### config.mk
export PLATFORM = sky130hd
export DESIGN_NAME = loop_status_remote_control
export DESIGN_NICKNAME = d
export VERILOG_FILES = /design/src/include/loop_status_pkg.sv /design/src/rtl/sticky_bit.sv /design/src/rtl/loop_status_remote_control.sv
export SDC_FILE = /design/constraint.sdc
export NUM_CORES = 1
export LEC_CHECK = 0
export ABC_AREA = 1
export BUFFER_PORTS_ARGS = -buffer_cell sky130_fd_sc_hd__buf_2
export CORE_MARGIN = 2
export CORE_UTILIZATION = 23
export DETAILED_ROUTE_END_ITERATION = 7
export PLACE_DENSITY_LB_ADDON = 0.12
export SLEW_MARGIN = 20
export SYNTH_ARGS = -nofsm -noshare
export SYNTH_HDL_FRONTEND = slang
export SYNTH_SLANG_ARGS = --single-unit
### constraint.sdc
create_clock -name clk_i -period 1.7 [get_ports clk_i]
set_clock_uncertainty 0.05 [all_clocks]
set_input_delay 0 -clock clk_i [delete_from_list [all_inputs] [get_ports clk_i]]
set_output_delay 0 -clock clk_i [all_outputs]
set_load 0.05 [all_outputs]
### src/include/loop_status_pkg.sv
// package: constants and types for the loop status and remote control block
package loop_status_pkg;
	localparam int STATUS_W = 8;
	localparam int MASK_PROG_W = 6;
	// status byte bit positions
	localparam int BIT_DATA_READY = 0;
	localparam int BIT_BAD_RANGE = 1;
	localparam int BIT_SYNTAX = 2;
	localparam int BIT_INTERNAL = 3;
	localparam int BIT_PANEL_SRQ = 4;
	localparam int BIT_BAD_CAL = 5;
	localparam int BIT_RQS = 6;
	localparam int BIT_POWER_ON = 7;
	// mask value loaded on clear when the power-on service switch is set (octal 200)
	localparam logic [STATUS_W-1:0] MASK_POWER_ON = 8'h80;
	localparam logic [STATUS_W-1:0] MASK_RESET = 8'h00;
	// bits withdrawn by a serial poll: 2, 4, 5, 7
	localparam logic [STATUS_W-1:0] POLL_CLEAR = 8'hB4;
	localparam logic [STATUS_W-1:0] STATUS_RESET = 8'h00;
	typedef enum logic [1:0] {
		LOC_FREE,
		REM_FREE,
		REM_LOCKED,
		LOC_LOCKED
	} remote_e;
endpackage : loop_status_pkg

### src/rtl/sticky_bit.sv
// one latched status bit: set wins over clear
`timescale 1ns/10ps
module sticky_bit (
	// clock and reset
	input wire logic clk_i,
	input wire logic rst_i,
	// control
	input wire logic set_i,
	input wire logic clr_i,
	// state
	output logic q_o
);
	typedef struct packed {
		logic q;
	} state_s;
	state_s st_q, st_d;
	always_comb begin
		st_d = st_q;
		if (clr_i) begin
			st_d.q = 1'b0;
		end
		// set after clear so an event in the clearing cycle survives
		if (set_i) begin
			st_d.q = 1'b1;
		end
	end
	always_ff @(posedge clk_i) begin
		if (rst_i) begin
			st_q <= '0;
		end else begin
			st_q <= st_d;
		end
	end
	assign q_o = st_q.q;
endmodule : sticky_bit

### src/rtl/loop_status_remote_control.sv
// loop message handling, remote/local state and service request status byte
`timescale 1ns/10ps
module loop_status_remote_control
	import loop_status_pkg::*;
(
	// clock and reset
	input wire logic clk_i,
	input wire logic rst_i,
	// loop messages, one-cycle pulses, and the listen-addressed level
	input wire logic trigger_msg_i,
	input wire logic device_clear_i,
	input wire logic remote_msg_i,
	input wire logic local_msg_i,
	input wire logic lockout_msg_i,
	input wire logic clear_lockout_msg_i,
	input wire logic serial_poll_i,
	input wire logic listen_addressed_i,
	// service mask programming
	input wire logic mask_write_i,
	input wire logic [loop_status_pkg::MASK_PROG_W-1:0] mask_data_i,
	// rear panel switch
	input wire logic power_on_srq_sw_i,
	// front panel buttons, one-cycle pulses
	input wire logic [7:0] panel_buttons_i,
	input wire logic local_button_i,
	input wire logic srq_button_i,
	// measurement engine conditions
	input wire logic reading_ready_i,
	input wire logic data_accept_i,
	input wire logic reading_lost_i,
	input wire logic range_bad_i,
	input wire logic range_good_i,
	input wire logic syntax_error_i,
	input wire logic internal_error_i,
	input wire logic cal_failed_i,
	input wire logic cycle_busy_i,
	// measurement control
	output logic start_cycle_o,
	output logic abort_cycle_o,
	output logic restore_powerup_o,
	output logic [7:0] panel_buttons_o,
	// loop side answers
	output logic srq_o,
	output logic [loop_status_pkg::STATUS_W-1:0] status_byte_o,
	output logic [loop_status_pkg::STATUS_W-1:0] service_mask_o,
	output logic parallel_poll_o,
	output logic controller_active_o,
	// indicators
	output logic remote_indicator_o,
	output logic service_indicator_o,
	output logic lockout_o
);
	typedef struct packed {
		remote_e rmode;
		logic [STATUS_W-1:0] mask;
		logic bad_range;
		logic data_ready;
		logic power_on;
		logic srq_armed;
		logic start;
		logic abort;
		logic restore;
		logic [7:0] buttons;
		logic boot;
		// request term one cycle back, so only a fresh rise re-arms the request
		logic rqs_prev;
	} state_s;

	state_s st_q, st_d;
	logic [STATUS_W-1:0] status_w;
	logic rqs_w;
	logic in_remote_w, locked_w;
	logic local_ok_w, srq_ok_w;
	logic syntax_q_w, internal_q_w, panel_q_w, cal_q_w;

	assign in_remote_w = (st_q.rmode == REM_FREE) || (st_q.rmode == REM_LOCKED);
	assign locked_w = (st_q.rmode == REM_LOCKED) || (st_q.rmode == LOC_LOCKED);
	assign local_ok_w = local_button_i && !(in_remote_w && locked_w);
	assign srq_ok_w = srq_button_i && !(in_remote_w && locked_w);

	// latched event bits, cleared by device clear and, except internal failure, by a serial poll
	sticky_bit u_syntax (
		.clk_i(clk_i), .rst_i(rst_i),
		.set_i(syntax_error_i),
		.clr_i(serial_poll_i || device_clear_i),
		.q_o(syntax_q_w)
	);
	// internal failure is not poll-cleared; it stays until clear or reset
	sticky_bit u_internal (
		.clk_i(clk_i), .rst_i(rst_i),
		.set_i(internal_error_i),
		.clr_i(device_clear_i),
		.q_o(internal_q_w)
	);
	sticky_bit u_panel (
		.clk_i(clk_i), .rst_i(rst_i),
		.set_i(srq_ok_w),
		.clr_i(serial_poll_i || device_clear_i),
		.q_o(panel_q_w)
	);
	sticky_bit u_cal (
		.clk_i(clk_i), .rst_i(rst_i),
		.set_i(cal_failed_i),
		.clr_i(serial_poll_i || device_clear_i),
		.q_o(cal_q_w)
	);

	always_comb begin
		status_w = STATUS_RESET;
		status_w[BIT_DATA_READY] = st_q.data_ready;
		status_w[BIT_BAD_RANGE] = st_q.bad_range;
		status_w[BIT_SYNTAX] = syntax_q_w;
		status_w[BIT_INTERNAL] = internal_q_w;
		status_w[BIT_PANEL_SRQ] = panel_q_w;
		status_w[BIT_BAD_CAL] = cal_q_w;
		status_w[BIT_POWER_ON] = st_q.power_on;
		// bit 6 itself never feeds back into the request term
		rqs_w = |(status_w & st_q.mask);
		status_w[BIT_RQS] = rqs_w;
	end

	always_comb begin
		st_d = st_q;
		st_d.start = 1'b0;
		st_d.abort = 1'b0;
		st_d.restore = 1'b0;
		st_d.boot = 1'b0;
		// power-up: mask follows the switch and the power-on bit is set, caught after reset release
		if (st_q.boot) begin
			st_d.mask = power_on_srq_sw_i ? MASK_POWER_ON : MASK_RESET;
			st_d.power_on = 1'b1;
		end
		if (trigger_msg_i && listen_addressed_i) begin
			st_d.start = 1'b1;
			st_d.abort = cycle_busy_i;
		end
		// remote / local state
		unique case (st_q.rmode)
			LOC_FREE: begin
				if (remote_msg_i) begin
					st_d.rmode = lockout_msg_i ? REM_LOCKED : REM_FREE;
				end else if (lockout_msg_i) begin
					st_d.rmode = LOC_LOCKED;
				end
			end
			REM_FREE: begin
				if (local_msg_i || local_ok_w) begin
					st_d.rmode = LOC_FREE;
				end else if (lockout_msg_i) begin
					st_d.rmode = REM_LOCKED;
				end
			end
			REM_LOCKED: begin
				if (local_msg_i) begin
					st_d.rmode = LOC_LOCKED;
				end
			end
			LOC_LOCKED: begin
				if (remote_msg_i) begin
					st_d.rmode = REM_LOCKED;
				end
			end
		endcase
		if (clear_lockout_msg_i) begin
			st_d.rmode = LOC_FREE;
		end
		// front panel gating
		st_d.buttons = in_remote_w ? 8'h00 : panel_buttons_i;
		// bit 0: accept or loss clears, new reading sets
		if (data_accept_i || reading_lost_i || device_clear_i) begin
			st_d.data_ready = 1'b0;
		end
		if (reading_ready_i) begin
			st_d.data_ready = 1'b1;
		end
		// bit 1 is a level, cleared by a good pairing
		if (range_good_i) begin
			st_d.bad_range = 1'b0;
		end
		if (range_bad_i) begin
			st_d.bad_range = 1'b1;
		end
		if (mask_write_i) begin
			// keep the high bits already decided this cycle, so a write in the boot cycle keeps bit 7
			st_d.mask = {st_d.mask[7:6], mask_data_i};
		end
		// a reason still standing after a poll must not raise the request again
		st_d.rqs_prev = rqs_w;
		if (serial_poll_i) begin
			st_d.srq_armed = 1'b0;
			st_d.power_on = 1'b0;
		end else if (rqs_w && !st_q.srq_armed && !st_q.rqs_prev) begin
			st_d.srq_armed = 1'b1;
		end
		if (!rqs_w) begin
			st_d.srq_armed = 1'b0;
		end
		if (device_clear_i) begin
			st_d.restore = 1'b1;
			st_d.mask = power_on_srq_sw_i ? MASK_POWER_ON : MASK_RESET;
			st_d.bad_range = 1'b0;
			st_d.srq_armed = 1'b0;
		end
	end

	always_ff @(posedge clk_i) begin
		if (rst_i) begin
			st_q <= '0;
			st_q.rmode <= LOC_FREE;
			st_q.boot <= 1'b1;
		end else begin
			st_q <= st_d;
		end
	end

	assign start_cycle_o = st_q.start;
	assign abort_cycle_o = st_q.abort;
	assign restore_powerup_o = st_q.restore;
	assign panel_buttons_o = st_q.buttons;
	assign srq_o = st_q.srq_armed;
	assign status_byte_o = status_w;
	assign service_mask_o = st_q.mask;
	assign parallel_poll_o = 1'b0;
	assign controller_active_o = 1'b0;
	assign remote_indicator_o = in_remote_w;
	assign service_indicator_o = st_q.srq_armed;
	assign lockout_o = locked_w;

	trigger_start_a: assert property (@(posedge clk_i) disable iff (rst_i)
		(trigger_msg_i && listen_addressed_i) |=> start_cycle_o)
		else $error("trigger did not start a cycle");
	trigger_listen_a: assert property (@(posedge clk_i) disable iff (rst_i)
		(trigger_msg_i && !listen_addressed_i) |=> !start_cycle_o)
		else $error("trigger accepted while not listening");
	clear_mask_a: assert property (@(posedge clk_i) disable iff (rst_i)
		(device_clear_i && !mask_write_i) |=> (service_mask_o == (power_on_srq_sw_i ? 8'h80 : 8'h00)))
		else $error("clear loaded wrong mask");
	remote_buttons_a: assert property (@(posedge clk_i) disable iff (rst_i)
		remote_indicator_o |=> (panel_buttons_o == 8'h00))
		else $error("panel buttons passed in remote");
	lockout_local_a: assert property (@(posedge clk_i) disable iff (rst_i)
		(remote_indicator_o && lockout_o && !local_msg_i && !clear_lockout_msg_i) |=> remote_indicator_o)
		else $error("left remote under lockout");
	clear_lockout_a: assert property (@(posedge clk_i) disable iff (rst_i)
		clear_lockout_msg_i |=> (!lockout_o && !remote_indicator_o))
		else $error("lockout not cancelled");
	rqs_term_a: assert property (@(posedge clk_i) disable iff (rst_i)
		status_byte_o[6] == |(status_byte_o & service_mask_o & 8'hBF))
		else $error("request bit mismatch");
	poll_clear_a: assert property (@(posedge clk_i) disable iff (rst_i)
		(serial_poll_i && !syntax_error_i && !srq_ok_w && !cal_failed_i) |=> ((status_byte_o & 8'hB4) == 8'h00 && !srq_o))
		else $error("poll did not clear bits");
	srq_lamp_a: assert property (@(posedge clk_i) disable iff (rst_i)
		srq_o == service_indicator_o)
		else $error("service lamp mismatch");
	mask_high_a: assert property (@(posedge clk_i) disable iff (rst_i)
		(mask_write_i && !device_clear_i && !$past(rst_i)) |=> (service_mask_o[7:6] == $past(service_mask_o[7:6])))
		else $error("mask high bits written");
	ready_clear_a: assert property (@(posedge clk_i) disable iff (rst_i)
		(data_accept_i && !reading_ready_i) |=> !status_byte_o[0])
		else $error("data ready not cleared");
	trig_cover: cover property (@(posedge clk_i) trigger_msg_i && listen_addressed_i && cycle_busy_i);
	srq_cover: cover property (@(posedge clk_i) srq_o ##1 serial_poll_i);
	lock_cover: cover property (@(posedge clk_i) remote_indicator_o && lockout_o);
endmodule : loop_status_remote_control

# Word-level counts from Yosys, hierarchy flattened
# Index checks and enable logic that the tools add are counted.
# totals
register_bits	31
inputBits	37
out_inout_bits	33
wordCells	83
# classes
n_eq_ne	7
n_bitwise	3
n_reduce_logical	31
mux	25
# ops
operator	count
2-to-1 mux 2 bit	9
2-to-1 mux 8 bit	2
nonzero test 2 bit	6
2-to-1 mux 1 bit	11
OR reduction 2 bit	5
2-to-1 mux 9 bit	1
bitwise AND 8 bit	1
one-hot mux 2 bit (4 select lines)	1
OR reduction 8 bit	1
logical AND 1 bit	6
logical OR 1 bit	6
2-to-1 mux 6 bit	1
== test 2 bit, second input constant	2
!= test 2 bit, second input constant	2
AND reduction 4 bit	1
OR reduction 4 bit	1
logical NOT 1 bit	3
!= test 3 x 2 -> 1 bit, second input constant	1
!= test 3 bit, second input constant	1
nonzero test 3 bit	1
== test 2 x 1 -> 1 bit, second input constant	1
logical NOT 2 bit	1
inverter 1 bit	2

# Logic depth before layout (Yosys ltp)
# Gate-level depths: netlist of run 1.
# depth
ltp_word	8
depth_mapped	9
depth_no_buf	9

# Cells and area by module
# Synthesis of run 1 repeated with hierarchy kept, for this count alone.
# hier_totals
cells_unflattened	192
area_unflattened_um2	1441.4
# by_module_without_submodules
module	n_inst	area_each_um2	seq_area_each_um2	cells_each
loop_status_remote_control	1	1281.2	520.5	172
sticky_bit	4	40.0	20.0	5

# Least setup slack after synthesis of run 1
# No wires, ideal clock.
# synth_timing
path_kind	flip-flop to flip-flop
startpoint	register st_q[25] in the netlist's numbering
endpoint	register st_q[26] in the netlist's numbering
required_time_ns	1.537
path_stages_with_launch	9
slack_ns	0.188
arrival_ns	1.349
setup_ns	0.113
period_less_slack_ns	1.512
path_buffers	0
path_cell_list	dfxtp_1 inv_1 ha_1 inv_2 nand2_1 nor2_1 a21oi_1 nor2_1 nor2_1
# synth_via
elab_chain_cells	8
elab_cells_between_ends	17
classes_between	eq/ne: 7; mux: 2; reduce/logical: 8
# synth_rtl
element	line_no	source
from (decl)	loop_status_remote_control.sv:69	state_s st_q, st_d;
from (signal assigned)	loop_status_remote_control.sv:212	st_q <= st_d;
== test 2 bit	loop_status_remote_control.sv:77	assign locked_w = (st_q.rmode == REM_LOCKED) || (st_q.rmode == LOC_LOCKED);
logical OR 1 bit *	loop_status_remote_control.sv:77	
net lockout_o	loop_status_remote_control.sv:51	output logic lockout_o
logical AND 1 bit *	loop_status_remote_control.sv:78	assign local_ok_w = local_button_i && !(in_remote_w && locked_w);
logical NOT 1 bit *	loop_status_remote_control.sv:78	
logical AND 1 bit *	loop_status_remote_control.sv:78	
logical OR 1 bit *	loop_status_remote_control.sv:147	if (local_msg_i || local_ok_w) begin
!= test 3 x 2 -> 1 bit (no line) / 2-to-1 mux 2 bit (equally long branches)	--	
AND reduction 4 bit (no line) / one-hot mux 2 bit (4 select lines) (equally long branches)	--	
# The timed path passes the listed nets; every way through them passes the cells marked *.
# A chain may end at the register's enable or synchronous reset.

# Final worst setup path of run 1
# layout_timing
startpoint	register st_q[1] in the netlist's numbering
endpoint	register st_q (netlist bit service_mask_o[0])
# layout_via
elab_chain_cells	1
# layout_rtl
element
nonzero test 3 bit (no line)
# No other way between the ends.

==> results of run 1 <==
==> cells by family after synthesis <==
family | synth area share
flops | 0.4252
buf+inv | 0.2267
fa+ha+maj | 0.04429
other cells | 0.002655
compound gates | 0.06023
simple gates | 0.2409
==> per-layer routing <==
layer  global-route usage  wire (um)  vias up
li1                     -          -      679
met1               0.1160       1497      562
met3              0.05652        339        4
met5                    0          0        -
met2               0.1637       1526       50
met4              0.04000         35        0
==> metrics by stage <==
step	worst slack, ns	hold WS (ns)	util	power [mW]
after CTS	0.07584	0.04125	0.3459	1.796
after floorplan	0.1883	-0.02228	-	1.135
after global routing	0.01352	0.04256	0.3455	1.866
final	0.1592	0.04890	0.3455	1.759
after global placement	0.3101	0.1349	0.2739	1.197
after detailed placement	0.3189	0.1337	0.2739	1.192
==> cell usage in the layout (no fill, tap or decap), drive strengths merged, types with 5 or more instances in the layout <==
master / n
clkbuf: 7
a21oi: 15
ha: 5
nor2: 28
buf: 66
dlygate4sd3: 34
inv: 24
dfxtp: 30
nand2: 35
==> synth_stat cells <==
| master | count | area [um^2] |
|---|---|---|
| nor2_1 | 17 | 63.81 |
| nand3_1 | 3 | 15.01 |
| nand2_1 | 35 | 131.4 |
| buf_6 | 2 | 22.52 |
| conb_1 | 1 | 3.750 |
| dfxtp_1 | 30 | 600.6 |
| ha_1 | 5 | 62.56 |
| a21oi_1 | 15 | 75.07 |
| nand4_1 | 1 | 6.260 |
| nand3_2 | 1 | 10.01 |
| nor2_2 | 10 | 62.56 |
| nor2_4 | 1 | 11.26 |
| buf_2 | 1 | 5.000 |
| inv_1 | 23 | 86.33 |
| buf_4 | 27 | 202.7 |
| o21ai_0 | 2 | 10.01 |
| inv_2 | 1 | 3.750 |
| or2_1 | 2 | 12.51 |
| nor3_1 | 4 | 20.02 |
| nor3b_1 | 1 | 7.510 |
==> area by class of cell <==
| class | instances | area [um^2] | share of cell area |
|---|---|---|---|
| Multi-Input combinational cell | 100 | 499.2 | 0.2440 |
| Tap cell | 75 | 93.84 | 0.04587 |
| Clock buffer | 7 | 76.32 | 0.03731 |
| Inverter | 24 | 90.09 | 0.04404 |
| Timing Repair Buffer | 101 | 685.7 | 0.3352 |
| Sequential cell | 30 | 600.6 | 0.2936 |
==> repair_timing <==
item / in CTS / in global routing
gates resized for setup: 0 / 2
setup endpoints to repair: 0 / 6
hold buffers: 35 / 0
endpoints found under the hold margin: 27 / 0
==> worst paths after layout <==
kind	from	to	slack (ns)	cells after the start
setup reg to reg	st_q[1]	service_mask_o[0]	0.16	6
hold / removal	rst_i	st_q[1]	0.05	2
setup / recovery	st_q[1]	service_mask_o[0]	0.16	6
hold reg to reg	st_q[1]	status_byte_o[7]	0.44	2
==> power breakdown <==
group / internal [mW] / total [mW] / switching [mW] / leakage [nW]
logic: 0.158 / 0.462 / 0.304 / 0.798
registers: 0.746 / 0.768 / 0.0220 / 0.247
clock network: 0.281 / 0.529 / 0.248 / 0.0383
total: 1.18 / 1.76 / 0.574 / 1.08
==> state kept, by name (all words and copies together), names as in the netlist <==
name and count:
u_panel.q_o 1, u_syntax.q_o 1, u_internal.q_o 1, abort_cycle_o 1, start_cycle_o 1, service_indicator_o 1, u_cal.q_o 1, panel_buttons_o 8
service_mask_o 7, st_q 4, status_byte_o 3, restore_powerup_o 1
==> metrics.csv, run 1 <==
metric;value;unit
Final Cell Area;2046;um^2
Yosys cell types;20;
CTS Root Cell;clkbuf_8;
GRT overflow;0;
I/O pins;70;
global-route wire length before repair;5112;um
core area;5921;um^2
Cells after DPL;296;
die height;82.37;um
maximum VDD drop;0.3851;mV
initial antenna violation count;0;
critical path class;reg -> reg;
register area share after synthesis;0.4252;
CP peak stage delay;0.56;ns
antenna-violating nets left;0;
post-synthesis cell count;182;
PortBufs;66;
Mean Syn Cell Area;7.762;um^2
WL per Instance;10.08;um
Post-Syn Area;1413;um^2
CTS Buf Count;5;
vias in the first global route;1180;
Max Cap Violations;0;
via count;1295;
CP arrival;1.71;ns
Ys Warns;0;
total track usage;0.1035;
CP max stage cell;dlygate4sd3_1;
CP max FO;6;
Final #Nets;304;
Final GP Congestion;0.7380;
CTS Sinks;30;
Residual DRC;0;
dpl hpwl;2431;um
htree depth;2;
Vias/cell;3.843;
die area;6785;um^2
LEAKAGE;1.084;nW
sequence of cells on the critical path;nor2_2, inv_2, nor2_4, nand2_1, a21oi_1, dlygate4sd3_1;
total negative slack;0;ns
row count;28;
largest net degree at the start of global routing;20;
Final min period;1.541;ns
Cell Area, Placed;1622;um^2
CTS Buffer Depth;2;
# fillers;636;
Final Hold Viols;0;
drt pass-1 iters;4;
clock-pin slew on the worst setup and hold paths;0.06;ns
pwr/cell area;859.8;nW/um^2
Layout Cells excl Fill;337;
drt total wl;3398;um
post-CTS setup buffers;0;
Final Max Tran Viols;0;
critical path required time;1.87;ns
WP buf/inv;2;
status;finished, final reports clean;
Die Width;82.37;um
Yosys reg bits;30;
antenna diode count;0;
clk_lat worst skew;0.28;ns
part of the cycle the worst path needs;0.9064;
unrepaired setup endpoints after global routing;no;
Worst Setup End Kind;register;
P&R area growth vs syn;44.82;%
layout cells sized above 1;0.3244;
Initial DRC Count;35;
Max Clk Rate;649.0;MHz
Startpoint Class;register;
initial core utilization;0.2386;
worst min-delay path class;in -> reg;
Setup Viol. Count Final;0;
CP top delay family;buffers and inverters;
CTS tree;yes;
(Power assumes the default switching activity.)
==> run 2: changes to the inputs <==
- ABC_AREA: 1 -> 0
==> run 2 against run 1 <==
Net effect:
- clock-buffer cell count is the same
- non-clock buffer count shrank 6
- final area shrank 7.5%
- critical path type is now reg -> out
- critical endpoint is now lockout_o
==> metrics.csv, run 2 <==
metric;value;unit;change
status;finished, final reports clean;;
Vias/cell;4.051;;+5.4%
P&R area growth vs syn;43.32;%;
Cell Int Power;1.179;mW;-0.46%
busiest layer in global routing;met2;;
Clock Power Share;0.299;;-0.002
Final GP Congestion;0.8447;;+14%
Logic pwr share;0.250;;-0.013
area taken by multi-input logic gates;489.2;um^2;-2.0%
vias in the first global route;1105;;-6.4%
Synth top cells by count;dfxtp_1, buf_4, nor2_1;;
Max Cap Violations;0;;unchanged
LEAKAGE;0.9067;nW;-16%
part of the cycle the worst path needs;0.8612;;-0.04518
die area;6361;um^2;-6.2%
CP max FO;4;;-2
commonest non-fill, non-tap cell in the layout;buf_2;;
commonest non-fill, non-tap cells in the layout;buf_2, dfxtp_1, dlygate4sd3_1, nor2_1, a21oi_1;;
Post-Syn Area;1320;um^2;-6.6%
CTS Buffer Depth;2;;unchanged
CTS tree;yes;;
post-synthesis cell count;147;;-19%
Final #Nets;262;;-14%
CTS Root Cell;clkbuf_8;;
switching share of total power;0.3098;;-0.01658
dpl hpwl;2377;um;-2.2%
Final Hold Viols;0;;unchanged
global-route wire length before repair;4940;um;-3.4%
Max Clk Rate;683.0;MHz;+5.2%
worst min-delay path class;in -> reg;;
R2R Setup Slk;0.24;ns;+0.08 ns
post-synthesis async set-or-reset flop share;0;;unchanged
total track usage;0.1014;;-0.002087
R2R cell count;5;;-1
crit path from;st_q[25];;
WL per Instance;10.85;um;+7.6%
Final Max Tran Viols;0;;unchanged
Setup Viol. Count Final;0;;unchanged
core area;5540;um^2;-6.4%
Cell Area, Placed;1544;um^2;-4.8%
PortBufs;66;;unchanged
die height;79.76;um;-3.2%
register area share after synthesis;0.4550;;+0.02982
GRT overflow;0;;unchanged
antenna diode count;0;;unchanged
Yosys cell types;27;;+35%
CP arrival;1.41;ns;-0.30 ns
Final min period;1.464;ns;-0.07680 ns
Die Width;79.76;um;-3.2%
most common flop cell mapped by yosys;dfxtp_1;;
pwr/cell area;903.2;nW/um^2;+5.1%
critical path required time;1.65;ns;-0.22 ns
layout cells sized above 1;0.3409;;+0.01648
htree depth;2;;unchanged
via count;1183;;-8.6%
Residual DRC;0;;unchanged
critical path class;reg -> out;;
I/O pins;70;;unchanged
sequential power share;0.451;;+0.014
post-synth top area share;0.4550;;+0.02982
dominant cell by count in the synthesized netlist;dfxtp_1;;
Ys Warns;0;;unchanged
FF/Latch Area;601.8;um^2;+0.21%
dominant cell type by area after synthesis;dfxtp_1;;
RR Endpoint;st_q[26];;
antenna-violating nets left;0;;unchanged
met1 usage;0.1203;;+0.004258
row count;27;;-3.6%
CTS Buf Count;5;;unchanged
# fillers;586;;-7.9%
Worst Setup EP;lockout_o;;
r2r startpoint;st_q[25];;
post-CTS setup buffers;0;;unchanged
initial core utilization;0.2383;;-0.0003319
met2 Use GR;0.1639;;about the same
unrepaired setup endpoints after global routing;no;;
CTS Sinks;30;;unchanged
drt pass-1 iters;4;;unchanged
Worst Setup End Kind;output pin;;
final core utilization;0.3415;;-0.004057
maximum VDD drop;0.2756;mV;-28%
drt total wl;3167;um;-6.8%
Initial DRC Count;25;;-29%
EDFF count, synth;0;;unchanged
Psw;0.5294;mW;-7.8%
initial antenna violation count;0;;unchanged
largest net degree at the start of global routing;15;;-25%
Startpoint Class;register;;
Yosys reg bits;30;;unchanged
Final Cell Area;1892;um^2;-7.5%
met3 Usage GRT;0.03281;;-0.02372
clock-pin slew on the worst setup and hold paths;0.06;ns;about the same
clk_lat worst skew;0.27;ns;about the same
Hold Crit Depth;4;;+2
max reg flops;8;;unchanged
total negative slack;0;ns;unchanged
Mean Syn Cell Area;8.980;um^2;+16%
Area contributors post-synth;dfxtp_1, buf_4, nor2_1;;
==> run 2: cell count changes after synthesis, sizes merged, moves of 2 or more <==
| cell | previous run | this run |
|---|---|---|
| clkbuf | 0 | 3 |
| inv | 24 | 5 |
| buf | 30 | 28 |
| nor2b | 0 | 2 |
| and2 | 0 | 9 |
| nor2 | 28 | 20 |
| nor3 | 4 | 1 |
| a22oi | 0 | 2 |
| nor3b | 1 | 7 |
| mux2i | 0 | 2 |
| a31oi | 0 | 2 |
| nand2 | 35 | 4 |
==> run 2: routing by layer <==
metal  wire (um)  vias up
met2        1518       40
li1            -      598
met5           0        -
met3         209        4
met1        1386      541
met4          53        0
==> run 2: timing repair <==
item	in CTS	in global routing
endpoints found under the hold margin	26	0
resized for setup	0	1
endpoints found under the setup margin	0	1
hold buffers	27	0
==> run 2: worst min-delay path by stage <==
stage                            start                 end  slack [ns]
finish                  device_clear_i   service_mask_o[7]       0.007
global route            device_clear_i   service_mask_o[7]        0.02
CTS                       srq_button_i         u_panel.q_o       0.004
detailed placement  panel_buttons_i[6]  panel_buttons_o[6]        0.15
global placement    panel_buttons_i[2]  panel_buttons_o[2]        0.15
floorplan                        rst_i             st_q[1]       -0.02
==> run 2: layout make-up <==
cell class,instances,share of cell area
clock buffer,7,0.04034
timing repair buffer,95,0.3254
tap,72,0.04762
multi-input combinational,83,0.2586
inverter,5,0.009921
sequential,30,0.3181
==> run 2: power by group through the flow <==
| stage | clock [mW] | combinational (mW) | sequential, mW |
|---|---|---|---|
| after global routing | 0.575 | 0.459 | 0.775 |
| after detailed placement | 0 | 0.382 | 0.786 |
| after CTS | 0.543 | 0.430 | 0.771 |
| final | 0.510 | 0.428 | 0.770 |
| after floorplan | 0 | 0.313 | 0.789 |
| after global placement | 0 | 0.384 | 0.786 |
==> run 2: stage by stage <==
stage | hold WS, ns | instances | power [mW] | setup WS, ns
after detailed placement | 0.1531 | 258 | 1.168 | 0.1932
after global placement | 0.1502 | 258 | 1.170 | 0.2172
after floorplan | -0.02228 | 149 | 1.103 | 0.04083
final | 0.006611 | 292 | 1.709 | 0.2360
after global routing | 0.01626 | 292 | 1.810 | 0.04766
after CTS | 0.004222 | 292 | 1.744 | 0.1650
==> run 2: cell families after synthesis <==
kind of cell    share of synthesized area
fa+ha+maj                         0.04739
flops                              0.4550
mux                               0.01517
compound gates                     0.1014
simple gates                       0.1981
other cells                      0.002841
buf+inv                            0.1801
==> run 2: critical path, cell delays in order, from the launching register on <==
cell	delay (ns)
dfxtp_2	0.35
inv_1	0.08
ha_1	0.24
or2_1	0.26
buf_2	0.22
